[src/common/sfc_pkg.sv]
// Purpose : Constants for the synthesizer function control logic
// Assumes : 24-bit serial words, word type in the two low bits
`default_nettype none
package sfc_pkg;
    // -------------------------------------------------------------------
    // Word format
    // -------------------------------------------------------------------
    localparam int         WORD_W          = 24;
    localparam logic [1:0] TYPE_REF        = 2'h0;
    localparam logic [1:0] TYPE_AB         = 2'h1;
    localparam logic [1:0] TYPE_FUNC       = 2'h2;
    localparam logic [1:0] TYPE_INIT       = 2'h3;
    // -------------------------------------------------------------------
    // Function word fields
    // -------------------------------------------------------------------
    localparam int         FB_HOLD         = 2;
    localparam int         FB_PD_ARM       = 3;
    localparam int         FB_MON_LSB      = 4;
    localparam int         FB_CP_OFF       = 8;
    localparam int         FB_FL_EN        = 9;
    localparam int         FB_FL_MODE      = 10;
    localparam int         FB_TMO_LSB      = 11;
    localparam int         FB_BASE_LSB     = 15;
    localparam int         FB_BOOST_LSB    = 18;
    localparam int         FB_PD_SYNC      = 21;
    localparam int         FB_PRE_LSB      = 22;
    // -------------------------------------------------------------------
    // AB word fields
    // -------------------------------------------------------------------
    localparam int         AB_BOOST        = 21;
    // -------------------------------------------------------------------
    // Reset values and timing
    // -------------------------------------------------------------------
    localparam logic [23:0] FUNC_RESET     = 24'h000000;
    localparam int          TMO_STEP       = 4;
    localparam int          SYNC_STAGES    = 2;
    typedef enum logic [1:0] {SFC_RUN, SFC_PEND, SFC_DOWN} sfc_pwr_e;
endpackage
`default_nettype wire

[src/logic/sfc_serial_rx.sv]
// Purpose : Three-wire serial word receiver
// Assumes : Link pins asynchronous, sampled by sys_clk
// Notes   : Shifts on clock rise, latches on enable rise
`timescale 1ns/10ps
`default_nettype none
module sfc_serial_rx #(
    parameter int WORD_W = sfc_pkg::WORD_W
) (
    // Clock and reset
    input  wire logic              sys_clk,
    input  wire logic              sys_rst,
    // Link pins
    input  wire logic              ser_clk,
    input  wire logic              ser_data,
    input  wire logic              ser_le,
    // Latched word
    output logic                   word_valid,
    output logic [WORD_W-1:0]      word_data
);
    initial
    begin
        if (WORD_W < 3) $error("word too short");
    end

    // -------------------------------------------------------------------
    // Pin synchronisers, then one more stage for edge detection
    // -------------------------------------------------------------------
    logic [2:0]        meta_q;
    logic [2:0]        sync_q;
    logic [2:0]        last_q;
    logic [WORD_W-1:0] shift_q;
    logic [WORD_W-1:0] next_shift;
    logic [WORD_W-1:0] next_word;
    logic              next_valid;

    // Data is taken from the same synchronised sample as the clock edge,
    // so skew between the pins stays within one system cycle
    always_comb
    begin
        next_shift = shift_q;
        next_word  = word_data;
        next_valid = 1'b0;
        if (sync_q[0] && !last_q[0])
        begin
            next_shift = {shift_q[WORD_W-2:0], sync_q[1]};
        end
        if (sync_q[2] && !last_q[2])
        begin
            next_word  = shift_q;
            next_valid = 1'b1;
        end
    end

    always_ff @(posedge sys_clk)
    begin
        meta_q <= {ser_le, ser_data, ser_clk};
        sync_q <= meta_q;
        last_q <= sync_q;
        if (sys_rst)
        begin
            shift_q    <= '0;
            word_data  <= '0;
            word_valid <= 1'b0;
        end
        else
        begin
            shift_q    <= next_shift;
            word_data  <= next_word;
            word_valid <= next_valid;
        end
    end
endmodule // sfc_serial_rx
`default_nettype wire

[src/logic/sfc_function_ctrl.sv]
// Purpose : Function word control of a PLL synthesizer
// Assumes : Pins and analog strobes asynchronous to sys_clk
// Notes   : Power-down state never blocks the serial input
`timescale 1ns/10ps
`default_nettype none
module sfc_function_ctrl #(
    parameter int TMO_STEP = sfc_pkg::TMO_STEP
) (
    // Clock and reset
    input  wire logic       sys_clk,
    input  wire logic       sys_rst,
    // Serial link pins
    input  wire logic       ser_clk,
    input  wire logic       ser_data,
    input  wire logic       ser_le,
    // Chip enable pin and charge pump event strobe
    input  wire logic       chip_enable,
    input  wire logic       cp_event,
    // Internal sources for the monitor pin
    input  wire logic [7:0] monitor_src,
    // Counter and charge pump control
    output logic            counters_load,
    output logic            timeout_load,
    output logic            cp_tristate,
    output logic [2:0]      cp_current_code,
    output logic            clkdet_reset,
    output logic            powered_down,
    output logic [1:0]      prescaler_select,
    // Monitor pin and status
    output logic            monitor_output_pin,
    output logic            current_boost_bit,
    output logic            fastlock_active
);
    initial
    begin
        if (TMO_STEP < 1 || TMO_STEP > 15) $error("TMO_STEP out of range");
    end

    // -------------------------------------------------------------------
    // Serial receiver
    // -------------------------------------------------------------------
    logic                           word_valid;
    logic [sfc_pkg::WORD_W-1:0]     word_data;

    sfc_serial_rx #(
        .WORD_W     (sfc_pkg::WORD_W)
    ) u_rx (
        .sys_clk    (sys_clk),
        .sys_rst    (sys_rst),
        .ser_clk    (ser_clk),
        .ser_data   (ser_data),
        .ser_le     (ser_le),
        .word_valid (word_valid),
        .word_data  (word_data)
    );

    // -------------------------------------------------------------------
    // Synchronisers for chip enable, pump event and monitor sources
    // -------------------------------------------------------------------
    logic [9:0] meta_q;
    logic [9:0] sync_q;
    logic       evt_last_q;
    logic       ce_s;
    logic       evt_s;
    logic       evt_pulse;

    assign ce_s      = sync_q[0];
    assign evt_s     = sync_q[1];
    assign evt_pulse = evt_s && !evt_last_q;

    // Pins pass two flops before any logic reads them
    always_ff @(posedge sys_clk)
    begin
        meta_q <= {monitor_src, cp_event, chip_enable};
        sync_q <= meta_q;
    end

    // -------------------------------------------------------------------
    // Word decode
    // -------------------------------------------------------------------
    function automatic logic is_type(input logic [23:0] w, input logic [1:0] t);
        is_type = (w[1:0] == t);
    endfunction

    // Three-bit fields recur in the word; one helper keeps the width in one place
    function automatic logic [2:0] field3(input logic [23:0] w, input int lsb);
        field3 = w[lsb +: 3];
    endfunction

    logic func_wr;
    logic init_wr;
    logic ab_wr;

    assign init_wr = word_valid && is_type(word_data, sfc_pkg::TYPE_INIT);
    assign func_wr = word_valid && (is_type(word_data, sfc_pkg::TYPE_FUNC)
                                    || init_wr);
    assign ab_wr   = word_valid && is_type(word_data, sfc_pkg::TYPE_AB);

    // -------------------------------------------------------------------
    // Function word and fastlock state
    // -------------------------------------------------------------------
    typedef sfc_pkg::sfc_pwr_e sfc_pwr_state_t;

    logic [23:0]         func_q;
    logic [23:0]         next_func;
    logic                boost_q;
    logic                next_boost;
    logic [7:0]          tmo_q;
    logic [7:0]          next_tmo;
    logic                next_pulse;
    sfc_pwr_state_t      pwr_q;
    sfc_pwr_state_t      next_pwr;

    logic       hold;
    logic       pd_arm;
    logic       pd_sync;
    logic       fl_en;
    logic       fl_mode2;
    logic [3:0] tmo_code;
    logic [7:0] tmo_len;
    logic       pd_any;

    assign hold     = func_q[sfc_pkg::FB_HOLD];
    assign pd_arm   = func_q[sfc_pkg::FB_PD_ARM];
    assign pd_sync  = func_q[sfc_pkg::FB_PD_SYNC];
    assign fl_en    = func_q[sfc_pkg::FB_FL_EN];
    assign fl_mode2 = func_q[sfc_pkg::FB_FL_MODE];
    assign tmo_code = func_q[sfc_pkg::FB_TMO_LSB +: 4];
    assign tmo_len  = 8'((32'(tmo_code) + 1) * TMO_STEP);
    assign pd_any   = (pwr_q == sfc_pkg::SFC_DOWN) || !ce_s;

    // Timeout counts pump events, so its length tracks the PFD rate
    always_comb
    begin
        next_func  = func_q;
        next_boost = boost_q;
        next_tmo   = tmo_q;
        next_pulse = init_wr;
        if (func_wr)
        begin
            next_func = word_data;
        end
        // Expiry clears the boost bit; a fresh write of 1 wins over it
        if (pd_any || !(fl_en && fl_mode2) || !boost_q)
        begin
            next_tmo = '0;
        end
        else if (evt_pulse)
        begin
            if (tmo_q + 8'h01 >= tmo_len)
            begin
                next_boost = 1'b0;
                next_tmo   = '0;
            end
            else
            begin
                next_tmo = tmo_q + 8'h01;
            end
        end
        if (ab_wr)
        begin
            next_boost = word_data[sfc_pkg::AB_BOOST];
            next_tmo   = '0;
        end
    end

    always_ff @(posedge sys_clk)
    begin
        if (sys_rst)
        begin
            evt_last_q <= 1'b0;
            func_q     <= sfc_pkg::FUNC_RESET;
            boost_q    <= 1'b0;
            tmo_q      <= '0;
        end
        else
        begin
            evt_last_q <= evt_s;
            func_q     <= next_func;
            boost_q    <= next_boost;
            tmo_q      <= next_tmo;
        end
    end

    // -------------------------------------------------------------------
    // Power-down sequencing
    // -------------------------------------------------------------------
    always_comb
    begin
        next_pwr = pwr_q;
        case (pwr_q)
            sfc_pkg::SFC_RUN:
            begin
                if (func_wr && ce_s && word_data[sfc_pkg::FB_PD_ARM])
                begin
                    if (word_data[sfc_pkg::FB_PD_SYNC])
                        next_pwr = sfc_pkg::SFC_PEND;
                    else
                        next_pwr = sfc_pkg::SFC_DOWN;
                end
            end
            sfc_pkg::SFC_PEND:
            begin
                if (!pd_arm || !ce_s)
                    next_pwr = sfc_pkg::SFC_RUN;
                else if (!pd_sync)
                    next_pwr = sfc_pkg::SFC_DOWN;
                else if (evt_pulse)
                    next_pwr = sfc_pkg::SFC_DOWN;
            end
            sfc_pkg::SFC_DOWN:
            begin
                // Programmed modes only act while chip enable is high
                if (!pd_arm || !ce_s)
                    next_pwr = sfc_pkg::SFC_RUN;
            end
            default:
                next_pwr = sfc_pkg::SFC_RUN;
        endcase
    end

    always_ff @(posedge sys_clk)
    begin
        if (sys_rst)
        begin
            pwr_q <= sfc_pkg::SFC_RUN;
        end
        else
        begin
            pwr_q <= next_pwr;
        end
    end

    // -------------------------------------------------------------------
    // Output decode
    // -------------------------------------------------------------------
    logic       pd_next;
    logic       load_next;
    logic [2:0] code_next;
    logic       fl_next;
    logic [2:0] mon_sel;
    logic       next_timeout_load;
    logic       next_cp_tristate;
    logic       next_monitor;
    logic [1:0] next_prescaler;

    // Outputs other than the monitor pin (its select comes from func_q) are decoded from
    // next-state values, so every flag moves in the same cycle as the state that it reports
    always_comb
    begin
        pd_next           = (next_pwr == sfc_pkg::SFC_DOWN) || !ce_s;
        // Both counters share one load so releasing hold starts them together
        load_next         = next_func[sfc_pkg::FB_HOLD] || pd_next
                            || next_pulse;
        next_timeout_load = pd_next || (next_tmo == 8'h00);
        next_cp_tristate  = load_next || next_func[sfc_pkg::FB_CP_OFF];
        fl_next           = next_func[sfc_pkg::FB_FL_EN] && next_boost;
        if (fl_next)
        begin
            code_next = field3(next_func, sfc_pkg::FB_BOOST_LSB);
        end
        else
        begin
            code_next = field3(next_func, sfc_pkg::FB_BASE_LSB);
        end
        mon_sel           = field3(func_q, sfc_pkg::FB_MON_LSB);
        next_monitor      = sync_q[2 + 32'(mon_sel)];
        // Host keeps the divided output within range; not checked here
        next_prescaler    = next_func[sfc_pkg::FB_PRE_LSB +: 2];
    end

    // -------------------------------------------------------------------
    // Output registers
    // -------------------------------------------------------------------
    always_ff @(posedge sys_clk)
    begin
        if (sys_rst)
        begin
            counters_load      <= 1'b1;
            timeout_load       <= 1'b1;
            cp_tristate        <= 1'b1;
            cp_current_code    <= 3'h0;
            clkdet_reset       <= 1'b1;
            powered_down       <= 1'b1;
            prescaler_select   <= 2'h0;
            monitor_output_pin <= 1'b0;
            current_boost_bit  <= 1'b0;
            fastlock_active    <= 1'b0;
        end
        else
        begin
            counters_load      <= load_next;
            timeout_load       <= next_timeout_load;
            cp_tristate        <= next_cp_tristate;
            cp_current_code    <= code_next;
            clkdet_reset       <= pd_next;
            powered_down       <= pd_next;
            prescaler_select   <= next_prescaler;
            monitor_output_pin <= next_monitor;
            current_boost_bit  <= next_boost;
            fastlock_active    <= fl_next;
        end
    end
endmodule // sfc_function_ctrl
`default_nettype wire

[config.mk]
export PLATFORM = sky130hd
export DESIGN_NAME = sfc_function_ctrl
export DESIGN_NICKNAME = d
export VERILOG_FILES = /design/src/common/sfc_pkg.sv /design/src/logic/sfc_serial_rx.sv /design/src/logic/sfc_function_ctrl.sv
export SDC_FILE = /design/constraint.sdc
export NUM_CORES = 1
export LEC_CHECK = 0
export BUFFER_PORTS_ARGS = -buffer_cell sky130_fd_sc_hd__buf_2
export CORE_UTILIZATION = 45
export DETAILED_ROUTE_END_ITERATION = 8
export PLACE_DENSITY_LB_ADDON = 0.25
export SYNTH_ARGS = -nofsm -noshare
export SYNTH_HDL_FRONTEND = slang
export SYNTH_HIERARCHICAL = 1
export SYNTH_SLANG_ARGS = --single-unit
[constraint.sdc]
create_clock -name sys_clk -period 5.4 [get_ports sys_clk]
set_input_delay 0.54 -clock sys_clk [delete_from_list [all_inputs] [get_ports sys_clk]]
set_output_delay 0.54 -clock sys_clk [all_outputs]
set_load 0.05 [all_outputs]
# Word level (Yosys, flattened, before mapping)
# Index checks and enable logic that the tools add are counted.
[totals] reg_bits=125 latchBits=0 ram_bits=0 romBits=0 in_bits=15 output_inout_bits=13 wordCells=82 memories=0
[op_classes] addsub=3 multipliers=0 div=0 n_lt_le_gt_ge=2 eq_ne=6 n_shift=0 n_mux=20 n_bitwise=0 reduce_logical=29
[op_table] cell="8-bit 2-to-1 mux" count=4
[op_table] cell="24-bit 2-to-1 mux" count=1
[op_table] cell="2-bit 2-to-1 mux" count=6
[op_table] cell="1-bit logical AND" count=10
[op_table] cell="1-bit logical OR" count=10
[op_table] cell="8-bit by 1-bit adder with 8-bit output (second input constant)" count=1
[op_table] cell="2-bit equality test (second input constant)" count=4
[op_table] cell="8-bit by 7-bit >= comparator with 1-bit output" count=1
[op_table] cell="8-bit zero test" count=1
[op_table] cell="1-bit zero test" count=7
[op_table] cell="1-bit 2-to-1 mux" count=6
[op_table] cell="2-bit case mux with 3 select lines" count=1
[op_table] cell="4-bit by 1-bit adder with 5-bit output (second input constant)" count=1
[op_table] cell="4-bit by 5-bit less-than comparator with 1-bit output (second input constant)" count=1
[op_table] cell="2-bit by 3-bit adder with 4-bit output (first input constant)" count=1
[op_table] cell="1-bit binary-select mux with 4-bit select" count=1
[op_table] cell="2-bit by 1-bit equality test with 1-bit output (second input constant)" count=2
[op_table] cell="3-bit 2-to-1 mux" count=1
[op_table] cell="2-bit zero test" count=1

# Longest topological paths before layout
# Gate-level depths: netlist (run 1).
[logic_depth] depth_word=13 depth_mapped=11 ltp_nobuf=10

# By module
# Netlist (run 1), hierarchy kept.
[by_module_without_submodules] mod="sfc_function_ctrl" n_inst=1 cells_each=269 area_each_um2=2499.9 seq_area_each_um2=1241.2
[by_module_without_submodules] mod="sfc_serial_rx" n_inst=1 cells_each=168 area_each_um2=2068.2 seq_area_each_um2=1141.1

# Worst setup path after synthesis (run 1)
# No wires, ideal clock.
[synth_path] path_type="register to register" startpoint="register tmo_q[2]" endpoint="register timeout_load" setup_ns=0.124 arrival_time_ns=2.524 required_ns=5.276 path_slack_ns=2.751 path_stages_with_launch=11 n_path_buf=1 period_less_slack_ns=2.649 path_cell_list="dfxtp_1 buf_4 nand3_2 or2_2 xnor2_1 ha_1 or3_1 o22a_1 o21ai_2 o311ai_0 a2111o_1"
[synth_via] elab_chain_cells=8
[synth_rtl] element="start, declared" line_no="sfc_function_ctrl.sv:108" source="logic [7:0] tmo_q;"
[synth_rtl] element="start signal, assigned" line_no="sfc_function_ctrl.sv:181" source="tmo_q <= next_tmo;"
[synth_rtl] element="8-bit by 1-bit adder with 8-bit output" line_no="sfc_function_ctrl.sv:150, sfc_function_ctrl.sv:157"
[synth_rtl] element="8-bit by 7-bit >= comparator with 1-bit output" line_no="sfc_function_ctrl.sv:150" source="if (tmo_q + 8'h01 >= tmo_len)"
[synth_rtl] element="8-bit 2-to-1 mux" line_no="sfc_function_ctrl.sv:150"
[synth_rtl] element="8-bit 2-to-1 mux *" line_no="sfc_function_ctrl.sv:148" source="else if (evt_pulse)"
[synth_rtl] element="8-bit 2-to-1 mux *" line_no="sfc_function_ctrl.sv:144" source="if (pd_any || !(fl_en && fl_mode2) || !boost_q)"
[synth_rtl] element="8-bit 2-to-1 mux *" line_no="sfc_function_ctrl.sv:160" source="if (ab_wr)"
[synth_rtl] element="8-bit zero test *" line_no="sfc_function_ctrl.sv:255" source="next_timeout_load = pd_next || (next_tmo == 8'h00);"
[synth_rtl] element="1-bit logical OR *" line_no="sfc_function_ctrl.sv:255"
[synth_rtl] element="end signal, assigned" line_no="sfc_function_ctrl.sv:293" source="timeout_load <= next_timeout_load;"
[synth_rtl] element="end, declared" line_no="sfc_function_ctrl.sv:23" source="output logic timeout_load,"
# Every way passes the cells marked *; elsewhere a longest branch is shown, timed or not.
# A chain may end at the register's enable or synchronous reset.

# Worst setup path after layout (run 1)
[layout_path] startpoint="register tmo_q[2]" endpoint="register tmo_q[3]"
[layout_via] elab_chain_cells=6
[layout_rtl] element="8-bit by 1-bit adder with 8-bit output *" line_no="sfc_function_ctrl.sv:150, sfc_function_ctrl.sv:157"
[layout_rtl] element="8-bit by 7-bit >= comparator with 1-bit output" line_no="sfc_function_ctrl.sv:150"
[layout_rtl] element="8-bit 2-to-1 mux *" line_no="sfc_function_ctrl.sv:150"
[layout_rtl] element="8-bit 2-to-1 mux *" line_no="sfc_function_ctrl.sv:148"
[layout_rtl] element="8-bit 2-to-1 mux *" line_no="sfc_function_ctrl.sv:144"
[layout_rtl] element="8-bit 2-to-1 mux *" line_no="sfc_function_ctrl.sv:160"
# Marked as above.

==> metrics.cfg, run 1 <==
[outcome]
status=completed

[clocking]
cts_buffers=17
path_clk_slew_ns=0.06
cts.sinks=118
clockBufferDepth=2
cts_hold_buf=0
h-tree-depth=4
cts_resized=0
root_buffer=clkbuf_8
cts_tree=built
clock_latency_ns=0.50
postCtsSetupRepairBufs=0

[pwr]
p_leak_uw=0.002009
vdd_ir_drop_max_uv=215.9
power_density_nw_per_um2=393.4

[timing]
tightest_slew_ns=0.9162
skew_ns=0.007300
drv_slew=0
slew_headroom_pct=38.79
max_freq_mhz=338.3
timing.final.crit_share_pct=54.74
layout_min_cycle_time_ns=2.956
setup_tns_ns=0
rsz0062_at_grt=false
setup_viol=0
hold_viol=0

[die]
die_x_um=102.4
start_util_pct=46.36
ioPinCount=28
die_h_um=102.4
core_um2=9774
dieArea_um2=10480
num_rows=36

[finish]
stdcell_count=603
fin_area_um2=5265
multiInputGateArea_um2=1961
final_cell_mix=118 x dfxtp_1, 61 x nand2_1, 49 x nand2b_1, 49 x mux2i_1, 31 x a21oi_1
diodes=0
syn_to_final_growth_pct=16.18
fin_nets=480
nFillCells=880
drive_gt1_share_pct=16.17
final_common_cell=dfxtp_1
regArea_um2=2362

[critical_path]
timing.critical_path.to=tmo_q[3]
end_kind=flop
reg2reg_to=tmo_q[3]
crit_type=reg2reg
r2r-start=tmo_q[2]
crit_fanout=8
startpoint=tmo_q[2]
critPathRequiredTime_ns=5.81
cp_data_arrival_time_ns=3.37
r2r_slack_ns=2.44
worstRegToRegCells=9
crit_path_start_kind=flop

[routing]
vias=2955
drc=0
antenna_left=0
routed_via_density=4.900
totalWireLength_mm=7.907
firstDrtPassIters=5
routedWlPerCell_um=13.11
drt_iter0_markers=128

[synthesis]
avgSynthCellArea_um2=10.44
syn_inst=434
syn_nets=457
yosys_warnings=6
syn_area_um2=4532

[place]
dpl.hpwl_mm=5.188
gp_congestion=0.8490
place_area_um2=4662
dp_cells=571
io_buffers=27

[run]
drv.max_cap_violation_count=0

[min_path]
worst_hold_path_type=in2reg

[global_route]
overflow=0
grt_use_total_pct=16.80
grt_max_degree=79
grt_pass1_vias=2828
antenna_found_initial=0
grt_pass1_wl_mm=13.37

-- layer usage --
layer,up-vias,track usage (%),part of all wire (%)
met1,1380,22.52,50
met5,-,0,0
li1,1519,-,-
met2,47,25.45,45
met3,9,4.104,4.0
met4,0,7.912,1.2
-- sequential cells by signal, summed over array words and instances, names as in the netlist, 2 cells and up --
signal,count
u_rx/shift_q,24
u_rx/word_data,23
func_q,21
meta_q,10
sync_q,10
tmo_q,8
cp_current_code,3
u_rx/meta_q,3
u_rx/sync_q,3
pwr_q,2
u_rx/last_q,2
-- worst max-delay path, stage by stage, from the launching register on --
cell and delay [ns]:
dfxtp_1 0.47, nand3_2 0.19, or2_2 0.35, xnor2_1 0.16, ha_1 0.23, or3_1 0.34, o22a_1 0.25, nor2_1 0.47
nand2_1 0.16, o32ai_1 0.24
-- layout make-up --
class                           instances  area share [%]
Multi-Input combinational cell        284           37.24
Inverter                                8          0.5703
Timing Repair Buffer                   28           2.709
Tap cell                              133           3.161
Clock inverter                         14           3.327
Clock buffer                           18           8.127
Sequential cell                       118           44.87
-- report_power, final --
| group | switching [uW] | internal (uW) |
|---|---|---|
| clock network | 404 | 718 |
| logic | 32.8 | 24.7 |
| registers | 6.03 | 885 |
| total | 443 | 1630 |
-- worst min-delay path by stage --
stage                               from              to  slack (ns)  cells after the start
after detailed placement       meta_q[3]       sync_q[3]        0.31                      0
after global placement    u_rx/meta_q[2]  u_rx/sync_q[2]        0.31                      0
after floorplan                meta_q[0]       sync_q[0]        0.31                      0
after CTS                       cp_event       meta_q[1]        0.11                      1
final                           cp_event       meta_q[1]        0.14                      1
after global routing            cp_event       meta_q[1]        0.11                      1
-- per-stage QoR --
step	power (uW)	setup slack (ns)	hold slack (ns)	util (%)
3_5_place_dp	968.3	2.493	0.3121	47.70
2_1_floorplan	960.0	2.751	0.3096	-
4_1_cts	2097	2.452	0.1065	53.87
6_report	2071	2.444	0.1357	53.87
3_3_place_gp	968.0	2.539	0.3103	47.70
5_1_grt	2141	2.238	0.1128	53.87
Power figures use the tool's default switching activity.
==> inputs of run 2 (changes only) <==
- ABC_AREA: unset -> 1
- clock period: 5.4 -> 2.37 ns (I/O delays scaled with it)
==> run 2 against run 1 <==
Against the previous run:
- combinational power increased to 5.3 times the previous value
- core utilization rose by 2.4 points
- worst setup slack got worse by 2.4 ns
- critical path depth grew 9
- clock power rose by 120%
- via count rose by 32%
- routed wire length increased by 27%
- worst hold slack lost 0.062 ns
- synthesized cell count increased by 42%
- register-to-register slack worse by 2.4 ns
- fmax rose by 28%
- clock skew shrank 0.0013 ns
- critical endpoint is now timeout_load
==> metrics.cfg, run 2 <==
[outcome]
status=completed

[finish]
regArea_um2=2374
fin_area_um2=5787
drive_gt1_share_pct=19.32
nFillCells=950
final_cell_mix=147 x nor2_1, 115 x dfxtp_1, 90 x nand2_1
syn_to_final_growth_pct=21.45
reg_top3=u_rx/shift_q (24), u_rx/word_data (23), func_q (21)
stdcell_count=809
diodes=0
multiInputGateArea_um2=2041
fin_nets=683
largest_register=u_rx/shift_q
largest_reg_flops=24
final_common_cell=nor2_1

[die]
core_um2=10280
num_rows=37
die_x_um=104.9
die_h_um=104.9
dieArea_um2=11000
start_util_pct=46.36
ioPinCount=28

[critical_path]
crit_path_start_kind=flop
reg2reg_to=timeout_load
end_kind=flop
crit_type=reg2reg
r2r_slack_ns=0.07
cp_common_cell=nand2_1
slowest_stage=dfxtp_4
crit_fanout=5
path_cells=nand2_4, nor2_8, nand2_2, o21bai_4, nand2_2, ha_4, nand2_1, nand2_2, a21oi_4, nand2_2, nor2_4, nand3_1, nand2_1, nand2_1, nand2_1, nor2_1, nand2_1, nand2_1
r2r-start=tmo_q[0]
critPathRequiredTime_ns=2.77
cp_data_arrival_time_ns=2.70
slowest_delay_ns=0.39
worstRegToRegCells=18

[global_route]
antenna_found_initial=0
grt_pass1_vias=3790
grt_pass1_wl_mm=16.72
gr-usage-met1_pct=21.25
grt_use_total_pct=19.21
top_usage_layer=met2
grt_use_met2_pct=33.68
overflow=0
grt_max_degree=48
use_met3_pct=5.303

[pwr]
power_density_nw_per_um2=836.6
combinationalPowerShare_pct=6.3
clockPowerShare_pct=50.1
p_leak_uw=0.002663
switching_share_pct=25.31
switchingPower_uw=1225
seqPwrFrac_pct=43.6
fin_total_pwr_uw=4841
vdd_ir_drop_max_uv=442.1
intPower_uw=3616

[timing]
timing.final.crit_share_pct=97.21
layout_min_cycle_time_ns=2.304
slew_headroom_pct=48.58
skew_ns=0.006033
tightest_slew_ns=0.7704
setup_tns_ns=0
drv_slew=0
hold_viol=0
setup_viol=0
max_freq_mhz=434.1

[clocking]
cts_buffers=17
clockBufferDepth=2
path_clk_slew_ns=0.06
root_buffer=clkbuf_8
cts.sinks=118
cts_tree=built
clock_latency_ns=0.51
h-tree-depth=4

[place]
gp_congestion=0.9259
place_area_um2=4951
dp_cells=758
dpl.hpwl_mm=6.400
io_buffers=27

[synthesis]
syn_nets=639
syn_area_um2=4765
avgSynthCellArea_um2=7.735
syn_inst=616
yosys_warnings=6

[routing]
vias=3911
drt_iter0_markers=155
totalWireLength_mm=10.03
antenna_left=0
routed_via_density=4.834
drc=0
firstDrtPassIters=4
routedWlPerCell_um=12.40

[min_path]
whs_path_depth=2
worst_hold_path_type=in2reg
holdCritStartpoint=sys_rst
min_to=func_q[20]

[run]
drv.max_cap_violation_count=0

## run 2: metal layers
| metal | vias to the layer above | share of wire [%] |
|---|---|---|
| met5 | - | 0 |
| met4 | 0 | 2.0 |
| met3 | 16 | 3.4 |
| met2 | 74 | 51 |
| met1 | 1805 | 43 |
| li1 | 2016 | - |
## run 2: what timing repair did
| action | CTS | global route |
|---|---|---|
| gates resized for setup | 0 | 22 |
| buffers inserted | 0 | 6 |
| setup endpoints to repair | 0 | 9 |
| endpoints found under the hold margin | 13 | 0 |
| hold buffers | 13 | 0 |
## run 2: area by class of cell
cell class,count,share of cell area [%]
clock buffer,17,7.157
clock inverter,15,2.746
tap,136,2.941
inverter,69,4.476
multi-input combinational,400,35.26
timing repair buffer,54,6.400
sequential,118,41.02
## run 2: power by group through the flow
| stage | Sequential, uW | Clock, uW | Combinational [uW] |
|---|---|---|---|
| 2_1_floorplan | 2160 | 0 | 218 |
| 3_3_place_gp | 2150 | 0 | 280 |
| 3_5_place_dp | 2160 | 0 | 285 |
| 4_1_cts | 2110 | 2480 | 303 |
| 5_1_grt | 2120 | 2590 | 345 |
| 6_report | 2110 | 2430 | 305 |
## run 2: worst max-delay path by stage
stage | cells past startpoint | endpoint | slack, ns | startpoint
final | 18 | timeout_load | 0.07 | tmo_q[0]
after floorplan | 15 | timeout_load | 0.21 | tmo_q[0]
after detailed placement | 18 | timeout_load | 0.05 | tmo_q[2]
after CTS | 18 | timeout_load | 0.03 | tmo_q[2]
after global placement | 15 | timeout_load | 0.17 | tmo_q[0]
after global routing | 17 | timeout_load | -0.14 | tmo_q[0]
## run 2: through the flow
step	setup slack, ns	hold slack [ns]	utilization (%)
floorplan	0.2064	0.2647	-
global placement	0.1729	0.3100	48.17
detailed placement	0.05246	0.3128	48.17
CTS	0.03098	0.06340	55.02
global route	-0.1399	0.06277	56.31
finish	0.06623	0.07413	56.31
## run 2: worst max-delay path: cells and delay by family, from the launching register on
| kind | cells | cell delay [ns] |
|---|---|---|
| adder cells (fa/ha/maj) | 1 | 0.24 |
| AO/OA/AOI/OAI | 2 | 0.32 |
| AND/OR/NAND/NOR | 15 | 1.24 |
| flip-flops | 1 | 0.39 |
